**config.mk**
```make
export PLATFORM = sky130hd
export DESIGN_NAME = ifeb_top
export DESIGN_NICKNAME = d
export VERILOG_FILES = /design/src/design/ifeb_pkg.sv /design/src/design/ifeb_bank_if.sv /design/src/design/ifeb_evt_status.sv /design/src/design/ifeb_flag_bank.sv /design/src/design/ifeb_top.sv
export SDC_FILE = /design/constraint.sdc
export NUM_CORES = 1
export LEC_CHECK = 0
export BUFFER_PORTS_ARGS = -buffer_cell sky130_fd_sc_hd__buf_2
export CORE_ASPECT_RATIO = 0.8
export CORE_MARGIN = 1
export CORE_UTILIZATION = 54
export DETAILED_ROUTE_END_ITERATION = 10
export PLACE_DENSITY_LB_ADDON = 0.25
export SETUP_SLACK_MARGIN = 0.4
export SYNTH_ARGS = -nofsm -noshare
export SYNTH_HDL_FRONTEND = slang
export SYNTH_SLANG_ARGS = --single-unit
```
**constraint.sdc**
```tcl
create_clock -name clk -period 1.9 [get_ports clk]
set_input_delay 0.38 -clock clk [delete_from_list [all_inputs] [get_ports clk]]
set_output_delay 0.38 -clock clk [all_outputs]
set_load 0.05 [all_outputs]
```
**src/design/ifeb_pkg.sv**
```systemverilog
// constants of the interrupt flag and enable bank
package ifeb_pkg;
  localparam int NSRC = 12;
  localparam int NEVT = 4;
  localparam logic [7:0] RST_BYTE = 8'h00;
  localparam logic [3:0] RST_EVT = 4'h0;
  // register offsets
  localparam logic [2:0] A_FIRST = 3'h0;
  localparam logic [2:0] A_SECOND = 3'h1;
  localparam logic [2:0] A_THIRD = 3'h2;
  localparam logic [2:0] A_STATUS = 3'h3;
  localparam logic [2:0] A_MASK = 3'h4;
  // source indices
  localparam int SRC_CP0 = 0;
  localparam int SRC_CP1 = 1;
  localparam int SRC_MF0 = 2;
  localparam int SRC_MF1 = 3;
  localparam int SRC_MF2 = 4;
  localparam int SRC_MF3 = 5;
  localparam int SRC_MF4 = 6;
  localparam int SRC_SIM = 7;
  localparam int SRC_SPA = 8;
  localparam int SRC_TB0 = 9;
  localparam int SRC_TB1 = 10;
  localparam int SRC_MF5 = 11;
  // per source: home register, flag bit, enable bit
  localparam logic [2:0] SRC_REG [NSRC] = '{A_FIRST, A_FIRST, A_FIRST, A_FIRST, A_SECOND, A_SECOND,
    A_SECOND, A_SECOND, A_THIRD, A_THIRD, A_THIRD, A_THIRD};
  localparam int FLAG_BIT [NSRC] = '{4, 5, 6, 7, 4, 5, 6, 7, 4, 5, 6, 7};
  localparam int EN_BIT [NSRC] = '{0, 1, 2, 3, 0, 1, 2, 3, 0, 1, 2, 3};
  // event status bits
  localparam int EVT_OVR = 3;
endpackage

```
**src/design/ifeb_bank_if.sv**
```systemverilog
// carrier between the register front end and the flag bank
`timescale 1ns/1ps
interface ifeb_bank_if #(parameter int N = 12);
  logic wr;
  logic [2:0] addr;
  logic [7:0] wdata;
  logic [N-1:0] set;
  logic [N-1:0] ack;
  logic [N-1:0] flag;
  logic [N-1:0] en;
  logic [N-1:0] ovr;
  modport bank (input wr, input addr, input wdata, input set, input ack, output flag, output en, output ovr);
  modport ctl (output wr, output addr, output wdata, output set, output ack, input flag, input en, input ovr);
endinterface

```
**src/design/ifeb_evt_status.sv**
```systemverilog
// sticky event status, mask and interrupt line
`timescale 1ns/1ps
module ifeb_evt_status #(parameter int W = 4) (
  input wire logic clk,
  input wire logic reset_n,
  input wire logic [W-1:0] evt,
  input wire logic wr_status,
  input wire logic wr_mask,
  input wire logic [W-1:0] wdata,
  output logic [W-1:0] status,
  output logic [W-1:0] mask,
  output logic irq
);
  logic [W-1:0] status_ff;
  logic [W-1:0] mask_ff;
  logic [W-1:0] nxt_status;
  // write one to clear; a fresh event in the same cycle stays set
  always_comb begin
    nxt_status = status_ff & ~(wr_status ? wdata : {W{1'b0}});
    nxt_status = nxt_status | evt;
  end
  always_ff @(posedge clk) begin
    if (!reset_n) begin
      status_ff <= W'(ifeb_pkg::RST_EVT);
    end else begin
      status_ff <= nxt_status;
    end
  end
  always_ff @(posedge clk) begin
    if (!reset_n) begin
      mask_ff <= W'(ifeb_pkg::RST_EVT);
    end else if (wr_mask) begin
      mask_ff <= wdata;
    end
  end
  assign status = status_ff;
  assign mask = mask_ff;
  assign irq = |(status_ff & mask_ff);
endmodule

```
**src/design/ifeb_flag_bank.sv**
```systemverilog
// per-source request flags and enable bits
`timescale 1ns/1ps
module ifeb_flag_bank #(parameter int N = 12) (
  input wire logic clk,
  input wire logic reset_n,
  ifeb_bank_if.bank bif
);
  genvar i;
  generate
    for (i = 0; i < N; i++) begin : g_src
      logic flag_ff;
      logic en_ff;
      logic hit;
      assign hit = bif.wr && (bif.addr == ifeb_pkg::SRC_REG[i]);
      // set beats both software write and core ack, so no request is lost
      always_ff @(posedge clk) begin
        if (!reset_n) begin
          flag_ff <= 1'b0; // RULE18
        end else if (bif.set[i]) begin
          flag_ff <= 1'b1; // RULE9
        end else if (bif.ack[i]) begin
          flag_ff <= 1'b0;
        end else if (hit) begin
          flag_ff <= bif.wdata[ifeb_pkg::FLAG_BIT[i]]; // RULE8
        end
      end
      // enables change only by software
      always_ff @(posedge clk) begin
        if (!reset_n) begin
          en_ff <= 1'b0; // RULE18
        end else if (hit) begin
          en_ff <= bif.wdata[ifeb_pkg::EN_BIT[i]]; // RULE15
        end
      end
      assign bif.flag[i] = flag_ff;
      assign bif.en[i] = en_ff;
      assign bif.ovr[i] = bif.set[i] & flag_ff; // request lands on an already pending flag
    end
  endgenerate
endmodule

```
**src/design/ifeb_top.sv**
```systemverilog
// interrupt flag and enable bank: register front end, gating and checks
// Overview of operation
// RULE1: serial module flag at bit 7, enable at bit 3 of second register.
// RULE2: group 4 request flag at bit 6 of second register.
// RULE3: group 3 request flag at bit 5 of second register.
// RULE4: group 2 request flag at bit 4 of second register.
// RULE5: group 4 enable at bit 2 of second register.
// RULE6: group 3 enable at bit 1 of second register.
// RULE7: group 2 enable at bit 0 of second register.
// RULE8: group 5 flag at bit 7 of third register, read and write.
// RULE9: time base 0 flag at bit 5 of third register, set on request.
// RULE10: time base 1 enable at bit 2 of third register.
// RULE11: time base 0 enable at bit 1 of third register.
// RULE12: comparator 1 flag reads 1 while its request is pending.
// RULE13: comparator 0 flag reads 1 while its request is pending.
// RULE14: group 0 and group 1 flags read 1 while pending.
// RULE15: separate enables for comparators 0, 1 and groups 0, 1.
// RULE16: request goes to the core only while flag and enable both 1.
// RULE17: third register: time base 1 flag 6, port a flag 4, group 5 enable 3, port a enable 0.
// RULE18: power-on reset clears every flag and enable.
//
// The address-and-strobe port and the register offsets are this design's own decisions.
`timescale 1ns/1ps
module ifeb_top #(parameter int NSRC = 12) (
  input wire logic clk,
  input wire logic reset_n,
  input wire logic [2:0] addr,
  input wire logic [7:0] wdata,
  input wire logic wr,
  input wire logic rd,
  output logic [7:0] rdata,
  input wire logic [NSRC-1:0] src_set,
  input wire logic [NSRC-1:0] src_ack,
  output logic [NSRC-1:0] irq_req,
  output logic irq
);
  ifeb_bank_if #(.N(NSRC)) bif ();
  logic [7:0] rdata_ff;
  logic [7:0] nxt_rdata;
  logic [3:0] evt;
  logic [3:0] status;
  logic [3:0] mask;
  logic wr_status;
  logic wr_mask;

  // drive the bank; sources and core ack come from same-clock logic
  assign bif.wr = wr;
  assign bif.addr = addr;
  assign bif.wdata = wdata;
  assign bif.set = src_set;
  assign bif.ack = src_ack;

  ifeb_flag_bank #(.N(NSRC)) u_bank (
    .clk(clk),
    .reset_n(reset_n),
    .bif(bif)
  );

  // only pending and enabled sources reach the core
  assign irq_req = bif.flag & bif.en; // RULE16

  // events: a new request per register group, and any overrun
  always_comb begin
    evt = 4'h0;
    for (int i = 0; i < NSRC; i++) begin
      if (src_set[i]) begin
        evt[ifeb_pkg::SRC_REG[i][1:0]] = 1'b1;
      end
    end
    evt[ifeb_pkg::EVT_OVR] = |bif.ovr;
  end

  assign wr_status = wr && (addr == ifeb_pkg::A_STATUS);
  assign wr_mask = wr && (addr == ifeb_pkg::A_MASK);

  ifeb_evt_status #(.W(ifeb_pkg::NEVT)) u_evt (
    .clk(clk),
    .reset_n(reset_n),
    .evt(evt),
    .wr_status(wr_status),
    .wr_mask(wr_mask),
    .wdata(wdata[3:0]),
    .status(status),
    .mask(mask),
    .irq(irq)
  );

  // read mux; unmapped offsets read zero
  always_comb begin
    nxt_rdata = ifeb_pkg::RST_BYTE;
    for (int i = 0; i < NSRC; i++) begin
      if (addr == ifeb_pkg::SRC_REG[i]) begin
        nxt_rdata[ifeb_pkg::FLAG_BIT[i]] = bif.flag[i]; // RULE12
        nxt_rdata[ifeb_pkg::EN_BIT[i]] = bif.en[i]; // RULE17
      end
    end
    if (addr == ifeb_pkg::A_STATUS) begin
      nxt_rdata = {4'h0, status};
    end else if (addr == ifeb_pkg::A_MASK) begin
      nxt_rdata = {4'h0, mask};
    end
  end

  // data stands only in the cycle after the read strobe
  always_ff @(posedge clk) begin
    if (!reset_n) begin
      rdata_ff <= ifeb_pkg::RST_BYTE;
    end else if (rd) begin
      rdata_ff <= nxt_rdata;
    end else begin
      rdata_ff <= ifeb_pkg::RST_BYTE;
    end
  end
  assign rdata = rdata_ff;
endmodule

```
# ---- After elaboration in Yosys (flattened, before gate mapping)
# Cells that the tools add are included.
dict set report op_classes {
  eq_ne 4
  bitwise_logic 19
  muxes 75
  n_reduce_logical 22
}
# cell n
set op_table {}
lappend op_table {{$mux W1} 72}
lappend op_table {{$reduce_bool A3 Y1} 12}
lappend op_table {{$and A1 B1 Y1} 12}
lappend op_table {{$and A12 B12 Y12} 1}
lappend op_table {{$mux W4} 3}
lappend op_table {{$reduce_or A12 Y1} 1}
lappend op_table {{$and A4 B4 Y4} 2}
lappend op_table {{$reduce_or A4 Y1} 2}
lappend op_table {{$eq A3 B2 Y1 const B} 2}
lappend op_table {{$logic_and A1 B1 Y1} 5}
lappend op_table {{$not A4 Y4} 1}
lappend op_table {{$or A4 B4 Y4} 1}
lappend op_table {{$eq A3 B1 Y1 const B} 1}
lappend op_table {{$eq A3 B3 Y1 const B} 1}
lappend op_table {{$logic_not A3 Y1} 1}
lappend op_table {{$not A1 Y1} 2}
lappend op_table {{$reduce_and A2 Y1} 1}
dict set report totals {
  reg_bits 40
  out_inout_bits 21
  inputBits 39
  word_cells 148
}

# ---- Logic depth before layout (Yosys ltp)
# Gate-level depths: netlist of run 1.
dict set report depth {
  ltp_word 6
  ltp_mapped 5
  ltp_nobuf 3
}

# ---- Cells and area by module
# A second synthesis of run 1 with hierarchy kept.
dict set report hier_totals {
  hier_cells 258
  area_unflattened_um2 2367.3
}
# module n_inst area_each_um2 seq_area_each_um2 cells_each
set by_module_without_submodules {}
lappend by_module_without_submodules {ifeb_flag_bank 1 1356.3 480.5 143}
lappend by_module_without_submodules {ifeb_top 1 695.7 160.2 83}
lappend by_module_without_submodules {ifeb_evt_status 1 315.3 160.2 32}

# ---- Worst setup path after synthesis of run 1
# OpenSTA, ideal clock, no wires.
dict set report synth_timing {
  path_kind {input to register}
  startpoint {input addr[0]}
  endpoint {register u_bank.g_src[0].flag_ff}
  arrival_ps 1207
  required_time_ps 1767
  setup_slack_ps 561
  path_stages 5
  setup_ps 133
  path_buffers 2
  cell_sequence {buf_6 nor4b_2 buf_4 mux2i_1 o31ai_2}
}
dict set report synth_between {
  elab_chain_cells 3
}
# element line
set synth_lines {}
lappend synth_lines {{from (decl)} ifeb_top.sv:27} ;# input wire logic [2:0] addr,
lappend synth_lines {{$logic_not A3 Y1} ifeb_flag_bank.sv:14} ;# assign hit = bif.wr && (bif.addr == ifeb_pkg::SRC_REG[i]);
lappend synth_lines {{$logic_and A1 B1 Y1} ifeb_flag_bank.sv:14}
lappend synth_lines {{$reduce_bool A3 Y1 (no line)} --}
lappend synth_lines {{to (signal assigned)} ifeb_flag_bank.sv:24} ;# flag_ff <= bif.wdata[ifeb_pkg::FLAG_BIT[i]];
lappend synth_lines {{to (decl)} ifeb_flag_bank.sv:11} ;# logic flag_ff;
# Every way passes these cells.
# A chain may end at the register's enable or synchronous reset.

# ---- Worst setup path after layout of run 1
dict set report layout_timing {
  startpoint {register u_bank.g_src[10].flag_ff}
  endpoint {output irq_req[10]}
}
dict set report layout_between {
  elab_chain_cells 1
}
# element line
set layout_lines {}
lappend layout_lines {{from (decl)} ifeb_flag_bank.sv:11}
lappend layout_lines {{from (signal assigned)} ifeb_flag_bank.sv:24}
lappend layout_lines {{$and A12 B12 Y12} ifeb_top.sv:60} ;# assign irq_req = bif.flag & bif.en;
lappend layout_lines {{to (decl)} ifeb_top.sv:34} ;# output logic [NSRC-1:0] irq_req,
# Every way passes these cells.

==> results by group, run 1 <==
Outcome
  – Status: finished clean

STA
  – Fin crit period: 1460 ps
  – Max-slew headroom: 0.718
  – Final Hold Viols: 0
  – Period utilization: 0.768
  – Final setup viols: 0
  – Fmax: 685 MHz
  – Setup Skew: 6.17 ps
  – Fin. max-slew vios: 0
  – RSZ-0062 raised after global routing: true
  – Worst Tran Pin Value: about 420 ps
  – Setup TNS: 0 ps
  – Worst hold slack: 264 ps

Power and ir drop
  – Clock share of power: 0.389
  – Switch Pwr: 478 uW
  – Leakage: approximately 0.0010 uW
  – Internal power: 1460 uW
  – Power Dens Cells: between 700 and 800 mW/mm^2
  – Combinational fraction of design power: 0.138
  – Worst IR drop on VDD: 0.569 mV
  – Reg power frac: 0.473
  – Sw Share: 0.247

Critical path
  – WP data arrival: 1080 ps
  – Max incr delay on CP: 410 ps
  – Worst EP required: 1520 ps
  – Critical Path Source: u_bank.g_src[10].flag_ff$_SDFFE_PN0P_
  – Crit path max-delay family: flip-flops
  – CP bufs+invs: 1
  – Crit-path slowest cell: dfxtp_1
  – Critical path depth: 2
  – R2R setup slack: 750 ps
  – FF-to-FF path depth: 3
  – Crit Path Category: register to output pin
  – Critical R2R Capture: u_evt.status[3]$_SDFF_PN0_
  – Worst-path cell chain: and2_1 -> clkbuf_4
  – Crit Path Max Fanout: 4
  – Crit. End Element: output pin
  – Reg2reg start: u_bank.g_src[10].flag_ff$_SDFFE_PN0P_
  – Setup crit start kind: register

Clock network
  – Number of setup buffers added after CTS: 0
  – Clock root buffer: clkbuf_8
  – CTS clock-pin slew for the worst setup and hold paths: 80 ps
  – Post-CTS Hold Buffers: 0
  – Clock sinks: 40
  – CTS tree: done
  – Clock Tree Buf Depth: 2
  – H-tree depth: 2
  – Clk_lat worst skew: slightly below 300 ps
  – Number of gates resized after CTS: 0
  – Total CTS buffers: 5

Route
  – Detail Route Antenna Nets: 0
  – WL/cell: around 17 um
  – Vias per cell: 5.82
  – Pre-antenna DRT Iters: 4
  – Initial drt markers: 167
  – Vias post-DR: 1770
  – # DRC: 0
  – Post-Route WL: 5080 um

Yosys
  – Netlist Area Pre-Place: 0.00195 mm^2
  – Sequential share of the synthesized area: 0.411
  – Library cells used by synthesis: 34
  – Mean area per synthesized cell: slightly below 10 um^2
  – Syn_nets: 239
  – Synth Warn #: 0
  – Cells after synthesis: 200
  – Number of synthesized register bits: 40

Layout
  – Layout area overhead: 26.0%
  – Filler Cells Inserted: 261
  – Final instance area: approximately 0.0025 mm^2
  – Share of cells above drive strength 1: 0.359
  – Fin nets: 300
  – Commonest non-fill, non-tap cell in the layout: buf_2
  – Final core utilization: 0.712
  – Most frequent cells in the layout: buf_2 (46), dfxtp_1 (34), mux2i_1 (32)
  – Diode count: 0

Floorplan
  – # IOs: 60
  – Die width: 69.2 um
  – Chip height: 55.7 um
  – Initial core utilization: 0.565
  – Core Rows: 19
  – Die footprint: a little under 0.004 mm^2
  – Core box area: between 0.003 and 0.004 mm^2

Job
  – Maxcap violations: 0

Place
  – IO buf count: 59
  – Post-DP HPWL: 3680 um
  – Dpl cell area: 0.00228 mm^2
  – GP Congestion: 0.836

Min path
  – Worst Hold Depth: 2
  – Min-Delay Path Class: input pin to register
  – WHS Endpoint: u_bank.g_src[4].flag_ff$_SDFFE_PN0P_
  – Hold path startpoint: src_ack[4]

Global route
  – Congestion Overflow GR: 0
  – Antenna violations before repair: 0
  – Global-route wire length before repair: 8450 um
  – GRT Overall Usage: 0.281
  – Number of global-route vias before repair: roughly 1700
  – Maximum number of pins on one net before global-route repair: 30
-- cells in the mapped netlist --
library cell	number	area, um^2
nor2b_1	1	6.26
mux2i_1	32	320
a22oi_1	2	15.0
mux2_2	4	45.0
nor3b_2	1	12.5
a221oi_1	3	26.3
nand3_1	1	5.00
nor4b_2	1	15.0
buf_1	1	3.75
nand3b_1	1	7.51
buf_4	3	22.5
nor2_1	24	90.1
inv_1	6	22.5
and2_1	12	75.1
nand4b_1	1	8.76
and4bb_1	2	25.0
nor4bb_1	1	10.0
o21ai_0	4	20.0
a211oi_1	4	30.0
buf_2	1	5.00
clkbuf_2	1	5.00
a2bb2oi_1	4	35.0
o31ai_2	8	100
nand2b_1	1	6.26
nor4_1	3	18.8
a41oi_1	1	8.76
o221ai_1	4	35.0
clkbuf_1	3	11.3
nand2_1	18	67.6
o31ai_1	4	30.0
buf_6	2	22.5
a22o_1	3	26.3
a21oi_1	3	15.0
dfxtp_1	40	801
-- cell families (layout without fill, tap and decap cells) --
logic type,after synthesis,count (layout),share of synthesized area
AO/OA/AOI/OAI,40,40,0.175
AND/OR/NAND/NOR,67,67,0.179
buffers and inverters,17,79,0.0475
flip-flops,40,40,0.411
multiplexers,36,36,0.188
-- worst max-delay path by stage --
stage | endpoint | slack [ps]
floorplan | u_bank.g_src[0].flag_ff$_SDFFE_PN0P_ | 560
global placement | u_evt.status[3]$_SDFF_PN0_ | 360
detailed placement | u_bank.g_src[3].flag_ff$_SDFFE_PN0P_ | 320
CTS | irq_req[9] | 400
global route | irq | 380
finish | irq_req[10] | 440
-- cell type report --
class | count | area (um^2) | share of cell area
clock buffer | 7 | 96.3 | 0.0392
clock inverter | 1 | 30.0 | 0.0122
inverter | 6 | 22.5 | 0.00917
multi-input combinational | 143 | 1060 | 0.432
sequential | 40 | 808 | 0.329
tap | 42 | 52.6 | 0.0214
timing repair buffer | 65 | 385 | 0.157
-- power groups by stage --
stage | logic, uW | registers [uW] | clock network (uW)
final | 267 | 915 | 752
after global routing | 287 | 919 | 806
after CTS | 263 | 910 | 749
after detailed placement | 261 | 929 | 0
after global placement | 256 | 929 | 0
after floorplan | 152 | 929 | 0
-- metrics by stage --
stage	total power, uW	worst slack (ps)	cells
floorplan	1080	561	200
global placement	1180	364	296
detailed placement	1190	321	296
CTS	1920	405	304
global route	2010	378	304
finish	1930	441	304
-- flip-flops by register name (all words and copies together), names as in the netlist --
name and flops:
u_evt.status 4, u_bank.g_src.en_ff 12, u_bank.g_src.flag_ff 12, u_evt.mask 4
rdata 8
-- routing by layer --
metal,share of wire,vias to the layer above,wire length (um),GRT usage
li1,-,850,-,-
met5,0,-,0,0
met4,0.010,0,53,0.0525
met2,0.46,78,2330,0.431
met3,0.083,9,421,0.0634
met1,0.45,833,2280,0.407
No activity file was read; power rests on OpenSTA's default activity.
==> run 2, diff against run 1 <==
Settings changed: CORE_UTILIZATION 54 to 51.
Clock period 1.9 ns to 1.4 ns, I/O delays scaled along.
==> run 2 against run 1 <==
Against the previous run:
- the run now ends with DRC, setup timing left
- die area grew 5.7%
- sequential power grew 36%
- register-to-register slack lost 600 ps
- cell count grew 13%
- cell area grew 33%
- non-clock buffer count grew 38
- setup slack lost 490 ps
- worst hold slack lost 120 ps
- utilization grew 21 points
- sequential cell count is the same
- largest cell class unchanged
- largest power group unchanged
- highest routed layer unchanged
==> results by group, run 2 (synthesized netlist as in run 1, its figures left out) <==
Route
  – WL/cell: 25.1 um (+50%)
  – Initial drt markers: 459 (+170%)
  – Post-Route M1 WL: 3020 um (+32%)
  – WL met3: 976 um (+130%)
  – Pre-antenna DRT Iters: 8 (+4)
  – # DRC: 4 (+4)
  – Vias per cell: 6.71 (+15%)
  – Detail Route Antenna Nets: 0 (unchanged)
  – Uppermost layer routed: met4
  – DR WL met2: 3970 um (+71%)
  – Vias post-DR: 2294 (+30%)
  – Post-Route WL: 8580 um (+69%)

Global route
  – Congestion Overflow GR: 0 (unchanged)
  – Global-route wire length before repair: 10000 um (+19%)
  – GRT Overall Usage: 0.332 (+0.0518)
  – Maximum number of pins on one net before global-route repair: 33 (+10%)
  – Number of global-route vias before repair: 1932 (+16%)
  – Antenna violations before repair: 0 (unchanged)

Power and ir drop
  – Switch Pwr: 834 uW (+75%)
  – Internal power: 1890 uW (+30%)
  – Power Dens Cells: 835 mW/mm^2 (+6.0%)
  – Clock share of power: 0.313 (-0.076)
  – Leakage: 0.00137 uW (+31%)
  – Reg power frac: 0.457 (-0.016)
  – Combinational fraction of design power: 0.230 (+0.092)
  – Sw Share: 0.307 (+0.0596)
  – Worst IR drop on VDD: 0.799 mV (+40%)

Critical path
  – Crit Path Max Fanout: 3 (-1)
  – Reg2reg start: u_bank.g_src[4].flag_ff$_SDFFE_PN0P_
  – Max incr delay on CP: 380 ps (-30 ps)
  – Worst Setup EP: irq
  – Worst EP required: 1120 ps (-400 ps)
  – Worst-path cell chain: a22oi_2 -> nand2_2 -> buf_6
  – FF-to-FF path depth: 4 (+1)
  – Crit. End Element: output pin
  – Crit-path slowest cell: dfxtp_1
  – Crit Path Category: register to output pin
  – Critical Path Source: u_evt.mask[1]$_SDFFE_PN0P_
  – R2R setup slack: 150 ps (-600 ps)
  – Critical R2R Capture: u_evt.status[3]$_SDFF_PN0_
  – Setup crit start kind: register
  – WP data arrival: 1160 ps (+80 ps)

STA
  – Final setup viols: 1 (+1)
  – Setup TNS: -44.6 ps (-44.6 ps)
  – Max-slew headroom: 0.681 (-0.0378)
  – Fin crit period: 1440 ps
  – Setup Skew: 8.31 ps (+2.14 ps)
  – Worst hold slack: 144 ps (-120 ps)
  – Setup ws final: -44.6 ps (-485 ps)
  – RSZ-0062 raised after global routing: true
  – Period utilization: 1.03
  – Final Hold Viols: 0 (unchanged)
  – Fin. max-slew vios: 0 (unchanged)
  – Worst Tran Pin Value: 478 ps (+59.6 ps)
  – Fmax: 692 MHz

Clock network
  – Clock Tree Buf Depth: 2 (unchanged)
  – Total CTS buffers: 5 (unchanged)
  – Post-CTS Hold Buffers: 0 (unchanged)
  – CTS tree: done
  – H-tree depth: 2 (unchanged)
  – Clock root buffer: clkbuf_8
  – Clock sinks: 40 (unchanged)
  – CTS clock-pin slew for the worst setup and hold paths: 80 ps (about the same)
  – Clk_lat worst skew: 310 ps (+20 ps)

Place
  – IO buf count: 59 (unchanged)
  – GP Congestion: 0.836 (about the same)
  – Post-DP HPWL: 3950 um (+7.3%)

Layout
  – Diode count: 0 (unchanged)
  – Commonest non-fill, non-tap cell in the layout: buf_2
  – Layout area overhead: 67.3%
  – Most frequent cells in the layout: buf_2 (35), dfxtp_2 (30), buf_4 (27)
  – Multi-input logic area: 0.00131 mm^2 (+23%)
  – Filler Cells Inserted: 124 (-52%)
  – Fin nets: 338 (+13%)
  – Share of cells above drive strength 1: 0.663 (+0.305)
  – FF+latch area: 853 um^2 (+5.6%)

Outcome
  – Status: complete, but fails checks
  – Failing checks: DRC, setup timing

Job
  – Maxcap violations: 0 (unchanged)

Floorplan
  – Initial core utilization: 0.550 (-0.0152)
  – Chip height: 57.3 um (+2.8%)
  – Core Rows: 19 (unchanged)
  – Core box area: 0.00354 mm^2 (+2.8%)
  – Die footprint: 0.00407 mm^2 (+5.7%)
  – Die width: 71.1 um (+2.8%)
  – # IOs: 60 (unchanged)

Min path
  – Worst Hold Depth: 2 (unchanged)
  – Min-Delay Path Class: input pin to register
[run 2: final cells by class]
class,count,area share
Tap cell,42,0.0161
Inverter,6,0.00691
Clock inverter,2,0.00307
Sequential cell,40,0.262
Multi-Input combinational cell,143,0.401
Timing Repair Buffer,103,0.286
Clock buffer,6,0.0253
[run 2: through the flow]
stage	cells	cell area, um^2	worst slack [ps]	total power (uW)	util
after global placement	300	2380	57.8	1630	0.672
after floorplan	200	2000	164	1480	-
after global routing	342	3260	-57.4	2790	0.920
after CTS	328	2960	71.7	2530	0.836
after detailed placement	300	2380	-9.50	1640	0.672
final	342	3260	-44.6	2720	0.920
[run 2: worst min-delay path by stage]
stage / from / to / slack (ps)
after global routing: src_ack[7] / u_bank.g_src[7].flag_ff$_SDFFE_PN0P_ / 150
final: src_ack[7] / u_bank.g_src[7].flag_ff$_SDFFE_PN0P_ / 140
after global placement: src_ack[10] / u_bank.g_src[10].flag_ff$_SDFFE_PN0P_ / 460
after detailed placement: src_ack[10] / u_bank.g_src[10].flag_ff$_SDFFE_PN0P_ / 460
after floorplan: src_ack[10] / u_bank.g_src[10].flag_ff$_SDFFE_PN0P_ / 370
after CTS: src_ack[10] / u_bank.g_src[10].flag_ff$_SDFFE_PN0P_ / 140
[run 2: timing repair]
item / 4_1_cts / 5_1_grt
endpoints found under the setup margin: 33 / 46
pin swaps: 15 / 12
gates cloned: 0 / 0
endpoints found under the hold margin: 0 / 0
gates resized for setup: 119 / 42
setup buffers: 20 / 14
[run 2: layer usage]
layer	GRT usage	up-vias
li1	-	927
met1	0.428	1055
met2	0.527	236
met3	0.113	76
met4	0.111	0
met5	0	-
[run 2: power groups by stage]
stage / Clock (uW) / Combinational, uW / Sequential [uW]
6_report: 852 / 626 / 1240
5_1_grt: 905 / 644 / 1240
4_1_cts: 813 / 481 / 1240
3_5_place_dp: 0 / 381 / 1260
3_3_place_gp: 0 / 374 / 1260
2_1_floorplan: 0 / 217 / 1260
[run 2: critical path: cells and delay by family (launching register included)]
family | cells | cell delay (ps)
AOI/OAI and AO/OA | 1 | 250
buffers and inverters | 1 | 150
DFF | 1 | 380
and+or+nand+nor | 1 | 80
==> run 3, diff against run 2 <==
Settings changed: ABC_CLOCK_PERIOD_IN_PS from default to 1400, RECOVER_POWER from default to 25.
==> run 3 against run 2 <==
Against the previous run:
- the flow still finishes with violations (DRC, setup timing)
- routed wire length grew 0.23%
- sequential share of layout area up 0.26 points
- critical path depth is the same
- register-to-register slack about the same
- largest power group unchanged
- power fell by 0.25%
- sequential cell count unchanged
- critical path type unchanged
- die area stayed put
- cell area down 1.0%
- clock power is essentially flat
- setup slack got worse by 10 ps
==> results by group, run 3 (synthesized netlist as in run 1, its figures left out) <==
Clock network
  – CTS clock-pin slew for the worst setup and hold paths: 80 ps (about the same)
  – Clock Tree Buf Depth: 2 (unchanged)
  – CTS tree: done
  – Clk_lat worst skew: 310 ps (about the same)
  – Total CTS buffers: 5 (unchanged)
  – H-tree depth: 2 (unchanged)
  – Clock root buffer: clkbuf_8
  – Clock sinks: 40 (unchanged)

Route
  – Vias per cell: 6.76 (+0.74%)
  – Vias post-DR: 2311 (+0.74%)
  – WL/cell: 25.1 um (+0.23%)
  – WL met3: 950 um (-2.7%)
  – Post-Route WL: 8600 um (+0.23%)
  – Initial drt markers: 416 (-9.4%)
  – Post-Route M1 WL: 3010 um (-0.30%)
  – DR WL met2: 3960 um (-0.10%)
  – # DRC: 4 (unchanged)
  – Pre-antenna DRT Iters: 8 (unchanged)
  – Detail Route Antenna Nets: 0 (unchanged)
  – Uppermost layer routed: met4

Place
  – IO buf count: 59 (unchanged)
  – Post-DP HPWL: 3950 um (unchanged)
  – GP Congestion: 0.836 (unchanged)
  – Placed Cells incl. Taps: 300 (unchanged)
  – Worst slack, placed: -9.50 ps (unchanged)

Layout
  – Diode count: 0 (unchanged)
  – Layout area overhead: 65.6%
  – Filler Cells Inserted: 131 (+5.6%)
  – Final core utilization: 0.911 (-0.00918)
  – Most frequent cells in the layout: buf_2 (35), dfxtp_2 (30), nor2_1 (24), buf_4 (24), buf_6 (21)
  – Fin nets: 338 (unchanged)
  – Share of cells above drive strength 1: 0.653 (-0.0100)
  – Commonest non-fill, non-tap cell in the layout: buf_2
  – Final std cells w/o fill: 342 (unchanged)

Critical path
  – Worst-path cell chain: a22oi_2 -> nand2_2 -> buf_6
  – WP data arrival: 1170 ps (about the same)
  – Max incr delay on CP: 380 ps (about the same)
  – Crit-path slowest cell: dfxtp_1
  – Crit Path Category: register to output pin
  – CP bufs+invs: 1 (unchanged)
  – Crit. End Element: output pin
  – Worst EP required: 1120 ps (about the same)
  – Setup crit start kind: register
  – Crit Path Max Fanout: 3 (unchanged)
  – Crit path max-delay family: flip-flops

Global route
  – Number of global-route vias before repair: 1932 (unchanged)
  – GRT Overall Usage: 0.332 (unchanged)
  – Maximum number of pins on one net before global-route repair: 33 (unchanged)
  – Global-route wire length before repair: 10000 um (unchanged)
  – Congestion Overflow GR: 0 (unchanged)
  – Antenna violations before repair: 0 (unchanged)

Outcome
  – Failing checks: DRC, setup timing
  – Status: complete, but fails checks

STA
  – Fin. max-slew vios: 0 (unchanged)
  – Setup Skew: 6.88 ps (-1.43 ps)
  – RSZ-0062 raised after global routing: true
  – Max-slew headroom: 0.635 (-0.0454)
  – Worst Tran Pin Value: 547 ps (+69.1 ps)
  – Fmax: 687 MHz (-0.69%)
  – Period utilization: 1.04 (+0.00712)
  – Final setup viols: 1 (unchanged)
  – Fin crit period: 1450 ps (+9.97 ps)
  – Final Hold Viols: 0 (unchanged)
  – Setup ws final: -54.6 ps (-9.97 ps)

Floorplan
  – # IOs: 60 (unchanged)
  – Chip height: 57.3 um (unchanged)
  – Die width: 71.1 um (unchanged)
  – Initial core utilization: 0.550 (unchanged)
  – Core box area: 0.00354 mm^2 (unchanged)
  – Core Rows: 19 (unchanged)
  – Die footprint: 0.00407 mm^2 (unchanged)

Min path
  – Min-Delay Path Class: input pin to register

Power and ir drop
  – Worst IR drop on VDD: 0.794 mV (-0.60%)
  – Leakage: 0.00135 uW (-1.3%)
  – Power Dens Cells: 841 mW/mm^2 (+0.76%)
  – Final Power: 2710 uW (-0.25%)

Job
  – Maxcap violations: 0 (unchanged)
[run 3: cell types whose count changed in the layout (fill, tap and decap cells not counted), sizes merged]
cell / previous run / this run
buf: 103 / 98
clkbuf: 6 / 11
[run 3: routing by layer]
layer	GRT usage	up-vias
met5	0	-
met4	0.111	0
met3	0.113	80
met2	0.527	249
met1	0.428	1057
li1	-	925
[run 3: final cells by class]
| class | instances | area [um^2] | share of cell area |
|---|---|---|---|
| repair buffers | 103 | 898 | 0.278 |
| well taps | 42 | 52.6 | 0.0163 |
| inverters | 6 | 22.5 | 0.00698 |
| flip-flops and latches | 40 | 853 | 0.264 |
| clock buffers | 6 | 82.6 | 0.0256 |
| clock inverters | 2 | 10.0 | 0.00310 |
| multi-input cells | 143 | 1310 | 0.405 |
[run 3: timing repair]
item                                    4_1_cts  5_1_grt
endpoints found under the setup margin       33       46
hold buffers                                  0        0
pin swaps                                    15       12
buffers inserted                             20       14
resized for setup                           119       42
[run 3: worst register-to-register path, stage by stage (launching register included)]
cell and delay, ps:
dfxtp_4 360, buf_4 140, a22o_1 220, a221oi_2 210, a41oi_1 180
[run 3: path summary, 6_finish.rpt]
kind	cells past startpoint	end	slack, ps	from
hold / removal	2	u_bank.g_src[7].flag_ff$_SDFFE_PN0P_	150	src_ack[7]
setup reg to reg	4	u_evt.status[3]$_SDFF_PN0_	150	u_bank.g_src[4].flag_ff$_SDFFE_PN0P_
hold reg to reg	2	rdata[3]$_SDFF_PN0_	530	u_evt.mask[3]$_SDFFE_PN0P_
setup / recovery	3	irq	-50	u_evt.mask[1]$_SDFFE_PN0P_
[run 3: power by group]
part	internal (uW)	switching [uW]	total, uW
clock network	394	456	851
registers	1190	51.1	1240
logic	292	327	619
[run 3: through the flow]
stage	TNS, ps	area [um^2]	hold WS [ps]
global route	-103	3230	148
finish	-54.6	3230	146
floorplan	0	2000	365
detailed placement	-9.50	2380	464
global placement	0	2380	462
CTS	0	2960	138
